**src/common/indexer_pkg.sv**
```systemverilog
package indexer_pkg;

  localparam int unsigned TABLE_ENTRIES  = 8;
  localparam int unsigned TABLE_IDX_W    = 3;
  localparam int unsigned SPEED_W        = 16;
  localparam int unsigned TC_W           = 15;
  localparam int unsigned STATION_W      = 8;
  localparam int unsigned TORQUE_W       = 16;
  localparam int unsigned DELAY_W        = 16;
  localparam int unsigned DIGIT_W        = 4;

  localparam logic [TC_W-1:0] TC_MAX_MS   = 15'h4E20;
  localparam logic [TC_W-1:0] TC_RESET_MS = 15'h0000;
  localparam logic [SPEED_W-1:0] SPEED_RESET = 16'h0000;

  localparam logic [DIGIT_W-1:0] OPSEL_INDEXER    = 4'h1;
  localparam logic [DIGIT_W-1:0] SPEED_SRC_TABLE  = 4'h0;
  localparam logic [DIGIT_W-1:0] SPEED_SRC_DIRECT = 4'h1;

  localparam logic [TABLE_IDX_W-1:0] RAMP_ENTRY_DIRECT = 3'h0;

  localparam int unsigned CLK_PERIOD_NS = 25;
  localparam int unsigned NS_PER_MS     = 1000000;
  localparam int unsigned MS_CYCLES     = (NS_PER_MS + CLK_PERIOD_NS - 1) / CLK_PERIOD_NS;

  typedef enum logic [1:0] {
    ST_IDLE = 2'b00,
    ST_MOVE = 2'b01,
    ST_HOLD = 2'b10,
    ST_DONE = 2'b11
  } move_state_e;

endpackage : indexer_pkg

```
**src/common/table_if.sv**
```systemverilog
`timescale 1ns/100ps
interface table_if;
  import indexer_pkg::*;

  logic                   wr_en;
  logic [TABLE_IDX_W-1:0] wr_idx;
  logic [SPEED_W-1:0]     wr_speed;
  logic [TC_W-1:0]        wr_accel;
  logic [TC_W-1:0]        wr_decel;
  logic [TABLE_IDX_W-1:0] rd_idx;
  logic [SPEED_W-1:0]     rd_speed;
  logic [TC_W-1:0]        rd_accel;
  logic [TC_W-1:0]        rd_decel;

  modport owner (input wr_en, wr_idx, wr_speed, wr_accel, wr_decel, rd_idx,
                 output rd_speed, rd_accel, rd_decel);
  modport user  (output wr_en, wr_idx, wr_speed, wr_accel, wr_decel, rd_idx,
                 input rd_speed, rd_accel, rd_decel);
endinterface : table_if

```
**src/rtl/point_table.sv**
```systemverilog
`timescale 1ns/100ps
module point_table (
  input wire logic clk,
  input wire logic rst_n,
  table_if.owner   tbl
);
  import indexer_pkg::*;

  typedef struct packed {
    logic [TABLE_ENTRIES-1:0][SPEED_W-1:0] speed;
    logic [TABLE_ENTRIES-1:0][TC_W-1:0]    accel;
    logic [TABLE_ENTRIES-1:0][TC_W-1:0]    decel;
  } table_s;

  table_s state_reg;
  table_s state_next;

  // Ramp constants above the legal range are held at the maximum rather than wrapped.
  function automatic logic [TC_W-1:0] sat_tc(input logic [TC_W-1:0] v);
    sat_tc = (v > TC_MAX_MS) ? TC_MAX_MS : v;
  endfunction : sat_tc

  always_comb begin
    state_next = state_reg;
    if (tbl.wr_en) begin
      state_next.speed[tbl.wr_idx] = tbl.wr_speed; // [RULE_01]
      state_next.accel[tbl.wr_idx] = sat_tc(tbl.wr_accel); // [RULE_02]
      state_next.decel[tbl.wr_idx] = sat_tc(tbl.wr_decel); // [RULE_03]
    end
  end

  always_ff @(posedge clk) begin
    if (!rst_n) begin
      state_reg <= '0;
    end else begin
      state_reg <= state_next;
    end
  end

  assign tbl.rd_speed = state_reg.speed[tbl.rd_idx];
  assign tbl.rd_accel = state_reg.accel[tbl.rd_idx];
  assign tbl.rd_decel = state_reg.decel[tbl.rd_idx];

endmodule : point_table

```
**src/rtl/indexer_station_positioning.sv**
```systemverilog
`timescale 1ns/100ps
// Behaviour
// RULE_01 - Eight-entry table of speed and ramps
// RULE_02 - Acceleration constant 0 to 20000 ms
// RULE_03 - Deceleration constant 0 to 20000 ms
// RULE_04 - Master keeps table speeds within motor limit
// RULE_05 - Direct speed needs two stations, ramps entry1
// RULE_06 - Table mode moves with indexed entry
// RULE_07 - Direct mode uses speed word, entry1 ramps
// RULE_08 - Start without home raises alarm, no move
// RULE_09 - Station beyond count minus one warns
// RULE_10 - Start ignored while a move runs
// RULE_11 - Master restarts only after move complete
// RULE_12 - Stop torque limit after delay past in-position
// RULE_13 - At power-on report in-position from position
// RULE_14 - Master updates words before raising start
// RULE_15 - Shortest mode picks shortest rotation direction
// RULE_16 - Shortest mode without registers uses discrete bits
// RULE_17 - Shortest mode needs indexer digit, both selects
// RULE_18 - Station count used, direction parameter ignored; code ignores the direction parameter only in shortest mode
// RULE_19 - Speed-source digit picks table or direct speed
// RULE_20 - Words latched at start, held during move
module indexer_station_positioning #(
  parameter int unsigned MS_CYCLES_P = indexer_pkg::MS_CYCLES
) (
  input  wire logic                               clk,
  input  wire logic                               rst_n,
  input  wire logic                               table_wr_en,
  input  wire logic [indexer_pkg::TABLE_IDX_W-1:0] table_wr_idx,
  input  wire logic [indexer_pkg::SPEED_W-1:0]     table_wr_speed,
  input  wire logic [indexer_pkg::TC_W-1:0]        table_wr_accel,
  input  wire logic [indexer_pkg::TC_W-1:0]        table_wr_decel,
  input  wire logic [indexer_pkg::DIGIT_W-1:0]     operation_select_param,
  input  wire logic [indexer_pkg::DIGIT_W-1:0]     speed_source_param,
  input  wire logic [indexer_pkg::STATION_W-1:0]   station_count_param,
  input  wire logic                               station_direction_param,
  input  wire logic [indexer_pkg::TORQUE_W-1:0]    stop_torque_limit_param,
  input  wire logic [indexer_pkg::DELAY_W-1:0]     torque_switch_delay_param,
  input  wire logic [indexer_pkg::TORQUE_W-1:0]    run_torque_limit,
  input  wire logic                               two_station_mode,
  input  wire logic                               opmode_sel_a,
  input  wire logic                               opmode_sel_b,
  input  wire logic                               position_speed_spec_sel,
  input  wire logic                               start_cmd,
  input  wire logic                               rotation_dir_cmd,
  input  wire logic [indexer_pkg::STATION_W-1:0]   target_station_word,
  input  wire logic [indexer_pkg::SPEED_W-1:0]     speed_or_table_word,
  input  wire logic [indexer_pkg::STATION_W-1:0]   station_sel_bits,
  input  wire logic [indexer_pkg::TABLE_IDX_W-1:0] speed_sel_bits,
  input  wire logic                               home_done,
  input  wire logic                               alarm_clear,
  input  wire logic                               pos_in_range,
  input  wire logic [indexer_pkg::STATION_W-1:0]   current_station,
  input  wire logic                               motion_done,
  output logic                                    in_position,
  output logic                                    move_complete,
  output logic                                    home_missing_alarm,
  output logic                                    station_range_warning,
  output logic [indexer_pkg::TORQUE_W-1:0]         torque_limit,
  output logic                                    move_req,
  output logic [indexer_pkg::STATION_W-1:0]        move_station,
  output logic [indexer_pkg::SPEED_W-1:0]          move_speed,
  output logic [indexer_pkg::TC_W-1:0]             move_accel,
  output logic [indexer_pkg::TC_W-1:0]             move_decel,
  output logic                                    move_dir_fwd
);
  import indexer_pkg::*;

  localparam int unsigned PRE_W = $clog2(MS_CYCLES_P + 1);
  localparam logic [PRE_W-1:0] PRE_LAST = PRE_W'(MS_CYCLES_P - 1);

  generate
    if (MS_CYCLES_P < 1) begin : g_bad_ms
      $error("MS_CYCLES_P must be at least one cycle");
    end
  endgenerate

  typedef struct packed {
    move_state_e           st;
    logic                  start_prev;
    logic                  in_pos;
    logic                  complete;
    logic                  home_alarm;
    logic                  range_warn;
    logic [TORQUE_W-1:0]   torque;
    logic [PRE_W-1:0]      prescale;
    logic [DELAY_W-1:0]    ms_cnt;
    logic                  req;
    logic [STATION_W-1:0]  station;
    logic [SPEED_W-1:0]    speed;
    logic [TC_W-1:0]       accel;
    logic [TC_W-1:0]       decel;
    logic                  dir_fwd;
  } ctrl_s;

  ctrl_s state_reg;
  ctrl_s state_next;

  table_if tbl ();

  point_table u_table (
    .clk   (clk),
    .rst_n (rst_n),
    .tbl   (tbl)
  );

  // True when going up from cur to tgt is no longer than going down, on a ring of n stations.
  function automatic logic shortest_fwd(input logic [STATION_W-1:0] tgt,
                                        input logic [STATION_W-1:0] cur,
                                        input logic [STATION_W-1:0] n);
    logic [STATION_W:0] diff;
    diff = '0;
    if (tgt >= cur) begin
      diff = {1'b0, tgt} - {1'b0, cur};
    end else begin
      diff = {1'b0, tgt} + {1'b0, n} - {1'b0, cur};
    end
    shortest_fwd = ({diff, 1'b0} <= {1'b0, 1'b0, n});
  endfunction : shortest_fwd

  logic                   indexer_on;
  logic                   shortest_mode;
  logic                   use_register;
  logic                   direct_speed;
  logic [STATION_W-1:0]   sel_station;
  logic [TABLE_IDX_W-1:0] sel_entry;
  logic                   start_edge;
  logic                   out_of_range;

  always_comb begin
    indexer_on    = (operation_select_param == OPSEL_INDEXER);
    shortest_mode = indexer_on && opmode_sel_a && opmode_sel_b; // [RULE_17]
    use_register  = position_speed_spec_sel && !shortest_mode;
    // A single occupied station has no speed word, so direct speed is refused there.
    direct_speed  = use_register && two_station_mode &&
                    (speed_source_param == SPEED_SRC_DIRECT); // [RULE_05] [RULE_19]
    sel_station   = use_register ? target_station_word : station_sel_bits; // [RULE_16]
    if (direct_speed) begin
      sel_entry = RAMP_ENTRY_DIRECT; // [RULE_07]
    end else if (!two_station_mode) begin
      sel_entry = RAMP_ENTRY_DIRECT;
    end else if (use_register) begin
      sel_entry = speed_or_table_word[TABLE_IDX_W-1:0]; // [RULE_06]
    end else begin
      sel_entry = speed_sel_bits;
    end
    start_edge   = start_cmd && !state_reg.start_prev;
    out_of_range = (sel_station >= station_count_param); // [RULE_09] [RULE_18]
  end

  always_comb begin
    tbl.wr_en    = table_wr_en;
    tbl.wr_idx   = table_wr_idx;
    tbl.wr_speed = table_wr_speed;
    tbl.wr_accel = table_wr_accel;
    tbl.wr_decel = table_wr_decel;
    tbl.rd_idx   = sel_entry;
  end

  always_comb begin
    state_next            = state_reg;
    state_next.start_prev = start_cmd;
    state_next.req        = 1'b0;
    state_next.range_warn = indexer_on && out_of_range; // [RULE_09]
    // A clear in the same cycle as a refused start loses to the new alarm.
    if (alarm_clear) begin
      state_next.home_alarm = 1'b0;
    end
    case (state_reg.st)
      ST_IDLE, ST_DONE: begin
        if (state_reg.st == ST_IDLE) begin
          state_next.in_pos = pos_in_range; // [RULE_13]
        end
        if (indexer_on && start_edge) begin
          if (!home_done) begin
            state_next.home_alarm = 1'b1; // [RULE_08]
          end else if (!out_of_range) begin
            state_next.st       = ST_MOVE;
            state_next.req      = 1'b1;
            state_next.in_pos   = 1'b0;
            state_next.complete = 1'b0;
            state_next.torque   = run_torque_limit;
            state_next.station  = sel_station; // [RULE_20]
            state_next.speed    = direct_speed ? speed_or_table_word : tbl.rd_speed; // [RULE_06] [RULE_07]
            state_next.accel    = tbl.rd_accel;
            state_next.decel    = tbl.rd_decel;
            if (shortest_mode) begin
              state_next.dir_fwd = shortest_fwd(sel_station, current_station,
                                                station_count_param); // [RULE_15] [RULE_18]
            end else begin
              state_next.dir_fwd = rotation_dir_cmd ^ station_direction_param;
            end
          end
        end
      end
      ST_MOVE: begin
        // Starts are not looked at here, so a start during the move has no effect.
        if (motion_done) begin // [RULE_10]
          state_next.st       = ST_HOLD;
          state_next.in_pos   = 1'b1;
          state_next.complete = 1'b1;
          state_next.prescale = '0;
          state_next.ms_cnt   = '0;
        end
      end
      ST_HOLD: begin
        if (state_reg.ms_cnt >= torque_switch_delay_param) begin
          state_next.torque = stop_torque_limit_param; // [RULE_12]
          state_next.st     = ST_DONE;
        end else if (state_reg.prescale == PRE_LAST) begin
          state_next.prescale = '0;
          state_next.ms_cnt   = state_reg.ms_cnt + DELAY_W'(1);
        end else begin
          state_next.prescale = state_reg.prescale + PRE_W'(1);
        end
      end
      default: begin
        state_next.st = ST_IDLE;
      end
    endcase
  end

  always_ff @(posedge clk) begin
    if (!rst_n) begin
      state_reg    <= '0;
      state_reg.st <= ST_IDLE;
    end else begin
      state_reg <= state_next;
    end
  end

  assign in_position           = state_reg.in_pos;
  assign move_complete         = state_reg.complete;
  assign home_missing_alarm    = state_reg.home_alarm;
  assign station_range_warning = state_reg.range_warn;
  assign torque_limit          = state_reg.torque;
  assign move_req              = state_reg.req;
  assign move_station          = state_reg.station;
  assign move_speed            = state_reg.speed;
  assign move_accel            = state_reg.accel;
  assign move_decel            = state_reg.decel;
  assign move_dir_fwd          = state_reg.dir_fwd;

endmodule : indexer_station_positioning

```
**config.mk**
```make
export PLATFORM = sky130hd
export DESIGN_NAME = indexer_station_positioning
export DESIGN_NICKNAME = d
export VERILOG_FILES = /design/src/common/indexer_pkg.sv /design/src/common/table_if.sv /design/src/rtl/point_table.sv /design/src/rtl/indexer_station_positioning.sv
export SDC_FILE = /design/constraint.sdc
export NUM_CORES = 1
export LEC_CHECK = 0
export ABC_AREA = 0
export BUFFER_PORTS_ARGS = -buffer_cell sky130_fd_sc_hd__buf_2
export CORE_UTILIZATION = 60
export DETAILED_ROUTE_END_ITERATION = 12
export PLACE_DENSITY_LB_ADDON = 0.08
export SLEW_MARGIN = 20
export SYNTH_ARGS = -nofsm -noshare
export SYNTH_HDL_FRONTEND = slang
export SYNTH_SLANG_ARGS = --single-unit
```
**constraint.sdc**
```tcl
create_clock -name clk -period 5.9 [get_ports clk]
set_input_delay 0 -clock clk [delete_from_list [all_inputs] [get_ports clk]]
set_output_delay 0 -clock clk [all_outputs]
set_load 0.01 [all_outputs]
```
==> run metrics, run 1 <==
result of the run=complete, no violations; MaxCap Viol Count=0; H-tree levels=2; Yosys warnings=0; CP max-delay cell=sky130_fd_sc_hd__or4b_4; post-CTS resize count=0; pins over their slew limit=0; Post-CTS Setup Repair Bufs=0; IR Drop Worst-Case VDD=0.300 mV; Overall Power=8.07 mW; largest cells by area after synthesis=sky130_fd_sc_hd__dfxtp_1 (40%), sky130_fd_sc_hd__nand2_1 (13%), sky130_fd_sc_hd__a21oi_1 (8.5%); arithmetic-cell share of the synthesized area counting full adders, half adders and majority gates=0.0339; gr ovfl total=0; all-layer global routing usage=0.366; total of hold buffers inserted after clock tree synthesis=116; number of nets in the layout=3,484; vias post-DR=23,600; min cycle time layout=5.42 ns; setup repair after global routing missed its margin=no; Hold Path Class=in -> reg; TritonCTS Sinks=479; filler cell count=3,188; Fmax=185 MHz; Rel. slew slack=0.215; dominant cell type by area after synthesis=sky130_fd_sc_hd__dfxtp_1; Max clock buf depth=3; Vert. Die Dim=202 um; final setup vio count=0; width of the die=202 um; TritonCTS clock tree=yes; number of vias per cell after detailed routing=6.20; initial antenna violation count=4; multi-input combinational cell area=12,500 sq um; portion of synthesized cell area occupied by the leading cell type=0.401; register area share after synthesis=0.401; most common flop cell mapped by yosys=sky130_fd_sc_hd__dfxtp_1; launch point of the critical path=operation_select_param[2]; DRC viols=0; reg2reg start=state_reg[65]; Setup CP Type=in -> reg; instance area at placement=24,600 sq um; Detail Placement HPWL=42,200 um; Util after Layout=0.703; type of element capturing the critical path=flip-flop; placement row count=72; number of global-route vias before repair=22,300; largest net degree at the start of global routing=245; effective utilization at floorplan=0.614; Total Neg Setup Slack=0 ns; Critical Path Source Type=primary input; Leakage Power=9.90 nW; post-route non-filler standard cell count=3,813; post-synthesis xor/xnor area fraction=0.00476; TritonCTS Buffers=51; largest fanout on the critical path=8; average cell area after synthesis=7.57 sq um; final non-filler cell area=27,400 sq um; relative area change from synthesis to final layout=14.7%; FF/Latch Area=9590 sq um; commonest non-fill, non-tap cells in the layout=sky130_fd_sc_hd__nand2_1 (843), sky130_fd_sc_hd__dfxtp_1 (479), sky130_fd_sc_hd__a21oi_1 (406); first-pass GRT wire length=120,000 um; Clock transition at path regs=0.06 ns; Synth Cell Area=23,900 sq um; synthesis-stage register bit count=479; clock insertion delay at the later pin of the skew report=0.60 ns; Fin Clk Skew=0.0244 ns; Root Buffer Master=sky130_fd_sc_hd__clkbuf_16; Synth async-reset ratio=0; core outline area=39,000 sq um; number of different library cells in the post-synthesis netlist=74; die area=40,700 sq um; min-delay src=operation_select_param[3]; routability congestion estimate=0.870; ratio of cells with drive above 1 in the final layout=0.125; Tightest Pin Transition=1.18 ns; most common cell after layout, fill and taps aside=sky130_fd_sc_hd__nand2_1; share of the clock period used by the worst path=0.918; worst path required time=6.40 ns; router iterations before antenna repair=6; cell count after synthesis=3,162; total detailed-routing wirelength=76,900 um; final number of hold-violating endpoints=0; Critical Path, Cell by Cell=dlygate4sd3_1 > buf_2 > or4b_4 > o211ai_2 > dlygate4sd3_1 > and2_1 > inv_1 > ha_1 > nand2_1 > o31ai_1 > a2bb2oi_1 > o211ai_1 > nand2b_1 > mux2_2 > ha_1 > a21o_1 > a21o_1 > a211oi_1 > o21ai_0 > a2111oi_0 > o221ai_1 > o22ai_1; Port Buf Inserts=245; flip-flop count of the largest register, all copies and words added=368; longest individual stage delay on the worst path=0.57 ns; simple-gate portion of the synthesized area=0.229; proportion of synthesized area in mux cells=0.0323; count of antenna-violating nets left after detailed routing=0; compound-cell area share of the yosys netlist=0.218; Inst Count DP=3,603; Avg WL per Cell=20.2 um; count of flip-flops with a built-in enable after synthesis=0; Power Density=294 nW/um^2; Top Ports=246; detailed router's first-iteration violation count=2,602; nets in the synthesized netlist=3,392; Arrival @ worst endpoint=5.92 ns; main combinational cell family by area after synthesis=simple AND/OR/NAND/NOR gates
-- final timing paths --
check / endpoint / slack [ns] / cells after the start
worst max register to register: state_reg[77] / 2.84 / 9
worst min-delay path: move_dir_fwd / 0.02 / 5
worst max-delay path: move_dir_fwd / 0.48 / 22
worst min register to register: u_table.state_reg[364] / 0.45 / 2
-- routing by layer --
layer	vias up	wire (um)	global-route usage
li1	11100	-	-
met1	11200	31300	0.474
met2	1166	36400	0.608
met3	180	6740	0.0544
met4	2	2430	0.150
met5	-	14	0
-- where the power goes --
group / switching [mW] / internal (mW) / leakage, nW
Sequential: 0.0509 / 3.33 / 3.87
Clock: 1.34 / 1.87 / 0.817
Combinational: 0.944 / 0.542 / 5.21
-- cell type report --
| type | count | area share |
|---|---|---|
| Antenna cell | 3 | 0.000274 |
| Clock buffer | 85 | 0.0578 |
| Clock inverter | 6 | 0.00292 |
| Inverter | 55 | 0.00780 |
| Multi-Input combinational cell | 2259 | 0.456 |
| Sequential cell | 479 | 0.349 |
| Tap cell | 518 | 0.0236 |
| Timing Repair Buffer | 408 | 0.103 |
-- cell usage after synthesis, types with 18 or more instances --
library cell,count
sky130_fd_sc_hd__a311oi_1,51
sky130_fd_sc_hd__clkbuf_2,19
sky130_fd_sc_hd__o211ai_1,19
sky130_fd_sc_hd__buf_4,72
sky130_fd_sc_hd__and2_1,26
sky130_fd_sc_hd__nand3_1,99
sky130_fd_sc_hd__buf_2,19
sky130_fd_sc_hd__nand2b_1,21
sky130_fd_sc_hd__ha_1,52
sky130_fd_sc_hd__nor4_1,18
sky130_fd_sc_hd__nor3_1,71
sky130_fd_sc_hd__nand2_1,844
sky130_fd_sc_hd__o311ai_0,33
sky130_fd_sc_hd__o21ai_0,78
sky130_fd_sc_hd__dfxtp_1,479
sky130_fd_sc_hd__a32o_1,30
sky130_fd_sc_hd__mux2i_1,66
sky130_fd_sc_hd__a21oi_1,408
sky130_fd_sc_hd__clkbuf_1,242
sky130_fd_sc_hd__inv_1,54
sky130_fd_sc_hd__nor2_1,123
sky130_fd_sc_hd__nor2b_1,21
sky130_fd_sc_hd__a211oi_1,136
-- cells by family (layout without fill, tap and decap cells) --
family,Yosys count,after routing
other,0,3
DFF,479,479
xor gates and xnor gates,13,13
buffers and inverters,424,554
muxes,76,76
AOI/OAI and AO/OA,826,826
and+or+nand+nor,1284,1284
adders and majority gates,60,60
-- worst max-delay path, delay by kind of cell --
kind	cells	cell delay, ns
buffers and inverters	4	1.33
AO/OA/AOI/OAI	11	2.59
AND/OR/NAND/NOR	4	1.02
multiplexers	1	0.35
adder cells (fa/ha/maj)	2	0.63
-- per-stage QoR --
stage | hold WS [ns] | setup slack (ns)
3_3_place_gp | 0.236 | 0.985
3_5_place_dp | 0.242 | 0.824
6_report | 0.0177 | 0.481
4_1_cts | 0.00228 | 0.591
5_1_grt | 0.0841 | 0.133
2_1_floorplan | 0.122 | 1.36
(Power assumes the default switching activity.)
==> inputs of run 2 (changes only) <==
- SYNTH_HIERARCHICAL: not set -> 1
==> run metrics, run 2 <==
Total Neg Setup Slack=0 ns (unchanged); first-pass GRT wire length=104,000 um (was 120,000 um); detailed router's first-iteration violation count=1,603 (was 2,602); core outline area=39,600 sq um (was 39,000 sq um); count of flip-flops with a built-in enable after synthesis=0 (unchanged); post-route non-filler standard cell count=3,323 (was 3,813); Critical Path Source Type=primary input (unchanged); largest net degree at the start of global routing=125 (was 245); all-layer global routing usage=0.319 (was 0.366); most common cell after layout, fill and taps aside=sky130_fd_sc_hd__nand2_1 (unchanged); largest cells by area after synthesis=sky130_fd_sc_hd__dfxtp_1 (40%), sky130_fd_sc_hd__nand2_1 (8.8%), sky130_fd_sc_hd__mux4_2 (8.6%) (was sky130_fd_sc_hd__dfxtp_1 (40%), sky130_fd_sc_hd__nand2_1 (13%), sky130_fd_sc_hd__a21oi_1 (8.5%)); Leakage Power=10.9 nW (was 9.90 nW); gr ovfl total=0 (unchanged); min-delay src=station_sel_bits[2] (was operation_select_param[3]); instance area at placement=24,800 sq um (was 24,600 sq um); Synth Cell Area=24,100 sq um (was 23,900 sq um); Setup CP Type=in -> reg (unchanged); IR Drop Worst-Case VDD=0.424 mV (was 0.300 mV); Tightest Pin Transition=1.11 ns (was 1.18 ns); number of different library cells in the post-synthesis netlist=82 (was 74); nets in the synthesized netlist=2,820 (was 3,392); Avg WL per Cell=19.8 um (was 20.2 um); MaxCap Viol Count=0 (unchanged); setup ws final=0.363 ns (was 0.481 ns); Hold Path Class=in -> reg (unchanged); type of element capturing the critical path=flip-flop (unchanged); register area share after synthesis=0.398 (was 0.401); Inst Count DP=3,100 (was 3,603); reg2reg start=state_reg[109] (was state_reg[65]); number of nets in the layout=2,985 (was 3,484); placement row count=73 (was 72); pins over their slew limit=0 (unchanged); clock insertion delay at the later pin of the skew report=0.59 ns (was 0.60 ns); ratio of cells with drive above 1 in the final layout=0.232 (was 0.125); Arrival @ worst endpoint=6.01 ns (was 5.92 ns); Net Switching=2.03 mW (was 2.33 mW); synthesis-stage register bit count=479 (unchanged); final setup vio count=0 (unchanged); commonest non-fill, non-tap cells in the layout=sky130_fd_sc_hd__nand2_1 (559), sky130_fd_sc_hd__dfxtp_1 (479), sky130_fd_sc_hd__buf_2 (244) (was sky130_fd_sc_hd__nand2_1 (843), sky130_fd_sc_hd__dfxtp_1 (479), sky130_fd_sc_hd__a21oi_1 (406)); effective utilization at floorplan=0.607 (was 0.614); fraction of power spent switching nets=0.257 (was 0.289); DRC viols=0 (unchanged); endpoint of the most critical register-to-register path=move_dir_fwd (was state_reg[77]); post-CTS resize count=0 (unchanged); Synth async-reset ratio=0 (unchanged); number of vias per cell after detailed routing=5.95 (was 6.20); die area=40,900 sq um (was 40,700 sq um); Yosys warnings=6 (was 0); largest fanout on the critical path=12 (was 8); min cycle time layout=5.54 ns (was 5.42 ns); Overall Power=7.90 mW (was 8.07 mW); worst path required time=6.37 ns (was 6.40 ns); result of the run=complete, no violations (unchanged); final non-filler cell area=27,900 sq um (was 27,400 sq um); Util after Layout=0.703 (about the same); Max clock buf depth=3 (unchanged); flip-flop count of the largest register, all copies and words added=368 (unchanged); Rel. slew slack=0.259 (was 0.215); proportion of power drawn by combinational gates=0.143 (was 0.184); TritonCTS Sinks=479 (unchanged); router iterations before antenna repair=5 (was 6); Fin Clk Skew=0.0150 ns (was 0.0244 ns); Sequential Power Share=0.428 (was 0.419); total detailed-routing wirelength=66,000 um (was 76,900 um); Port Buf Inserts=245 (unchanged); cell count after synthesis=2,590 (was 3,162); dominant cell type by area after synthesis=sky130_fd_sc_hd__dfxtp_1 (unchanged); width of the die=202 um (about the same); reg2reg setup slack=2.74 ns (was 2.84 ns); number of global-route vias before repair=19,500 (was 22,300); pre-CTS setup slack=0.989 ns (was 0.824 ns); clock group share of total power=0.430 (was 0.397); final number of hold-violating endpoints=0 (unchanged); Fmax=181 MHz (was 185 MHz); portion of synthesized cell area occupied by the leading cell type=0.398 (was 0.401); share of the clock period used by the worst path=0.938 (was 0.918); routability congestion estimate=0.918 (was 0.870); TritonCTS Buffers=50 (was 51); Clock transition at path regs=0.06 ns (about the same); Vert. Die Dim=202 um (about the same); Top Ports=246 (unchanged); most frequent cell after synthesis=sky130_fd_sc_hd__nand2_1 (unchanged); Root Buffer Master=sky130_fd_sc_hd__clkbuf_16 (unchanged); average cell area after synthesis=9.30 sq um (was 7.57 sq um); most common flop cell mapped by yosys=sky130_fd_sc_hd__dfxtp_1 (unchanged); vias post-DR=19,800 (was 23,600); most frequent cells after synthesis=sky130_fd_sc_hd__nand2_1 (562), sky130_fd_sc_hd__dfxtp_1 (479), sky130_fd_sc_hd__a21boi_0 (200) (was sky130_fd_sc_hd__nand2_1 (844), sky130_fd_sc_hd__dfxtp_1 (479), sky130_fd_sc_hd__a21oi_1 (408)); TritonCTS clock tree=yes (unchanged); H-tree levels=2 (unchanged); last element of the critical path=move_dir_fwd (unchanged); Detail Placement HPWL=38,100 um (was 42,200 um); initial antenna violation count=2 (was 4); launch point of the critical path=operation_select_param[1] (was operation_select_param[2]); count of antenna-violating nets left after detailed routing=0 (unchanged); Power Density=283 nW/um^2 (was 294 nW/um^2); setup repair after global routing missed its margin=no (unchanged); internal power summed over all cells=5.86 mW (was 5.73 mW); WHS=0.0418 ns (was 0.0177 ns); count of cells along the worst register-to-register path=8 (was 9); relative area change from synthesis to final layout=15.8% (was 14.7%)
==> run 2: timing repair <==
item | in CTS | in global routing
setup buffers | 0 | 0
hold buffers | 128 | 0
endpoints found under the hold margin | 421 | 0
==> run 2: area by class of cell <==
class                           instances  area [sq um]
Tap cell                              525           657
Multi-Input combinational cell       1768         12900
Inverter                               57           216
Antenna cell                            1          2.50
Clock inverter                         19           267
Fill cell                            3096         11800
Timing Repair Buffer                  399          2740
Clock buffer                           75          1540
Sequential cell                       479          9590
==> run 2: cells by family (layout without fill, tap and decap cells) <==
family | Yosys count | count (layout) | synth area share
flops | 479 | 479 | 0.398
compound gates | 593 | 593 | 0.193
other cells | 0 | 1 | 0
xor+xnor | 25 | 25 | 0.00909
simple gates | 912 | 912 | 0.166
fa+ha+maj | 60 | 60 | 0.0337
mux | 178 | 178 | 0.125
buf+inv | 343 | 550 | 0.0746
==> run 2: power by group through the flow <==
stage	clock (mW)	combinational, mW	sequential (mW)
2_1_floorplan	0	0.793	3.44
3_3_place_gp	0	0.991	3.44
3_5_place_dp	0	1.02	3.45
4_1_cts	3.44	1.11	3.37
5_1_grt	3.57	1.23	3.38
6_report	3.39	1.13	3.38
==> run 2: metal layers <==
| metal | global-route usage | up-vias | wire length, um |
|---|---|---|---|
| met2 | 0.528 | 798 | 31700 |
| met5 | 0 | - | 0 |
| met4 | 0.121 | 0 | 2040 |
| li1 | - | 9339 | - |
| met1 | 0.423 | 9473 | 27700 |
| met3 | 0.0448 | 150 | 4590 |
==> run 2: how the worst min path moves through the flow <==
stage	end	slack (ns)	cells after the start
floorplan	state_reg[108]	0.12	1
global placement	state_reg[108]	0.25	2
detailed placement	state_reg[108]	0.25	2
CTS	move_station[2]	0.01	4
global route	move_station[2]	0.04	4
finish	move_station[2]	0.04	4
==> run 2: worst max-delay path, cell delays in order <==
cell and delay (ns):
sky130_fd_sc_hd__dlygate4sd3_1 0.53, sky130_fd_sc_hd__buf_2 0.11, sky130_fd_sc_hd__or4b_1 0.62, sky130_fd_sc_hd__o21ai_4 0.47, sky130_fd_sc_hd__mux2_4 0.26, sky130_fd_sc_hd__dlygate4sd3_1 0.55
sky130_fd_sc_hd__inv_1 0.11, sky130_fd_sc_hd__fa_1 0.50, sky130_fd_sc_hd__inv_1 0.07, sky130_fd_sc_hd__fa_1 0.43, sky130_fd_sc_hd__a21o_1 0.20, sky130_fd_sc_hd__a21oi_1 0.23
sky130_fd_sc_hd__nor2b_1 0.08, sky130_fd_sc_hd__o21a_1 0.18, sky130_fd_sc_hd__nor2_1 0.11, sky130_fd_sc_hd__xnor2_1 0.13, sky130_fd_sc_hd__nand2_1 0.07, sky130_fd_sc_hd__o21ai_1 0.10
sky130_fd_sc_hd__ha_1 0.25, sky130_fd_sc_hd__nand4b_1 0.09, sky130_fd_sc_hd__o22ai_1 0.07, sky130_fd_sc_hd__o211ai_1 0.18, sky130_fd_sc_hd__o21ai_1 0.09, sky130_fd_sc_hd__dlygate4sd3_1 0.57
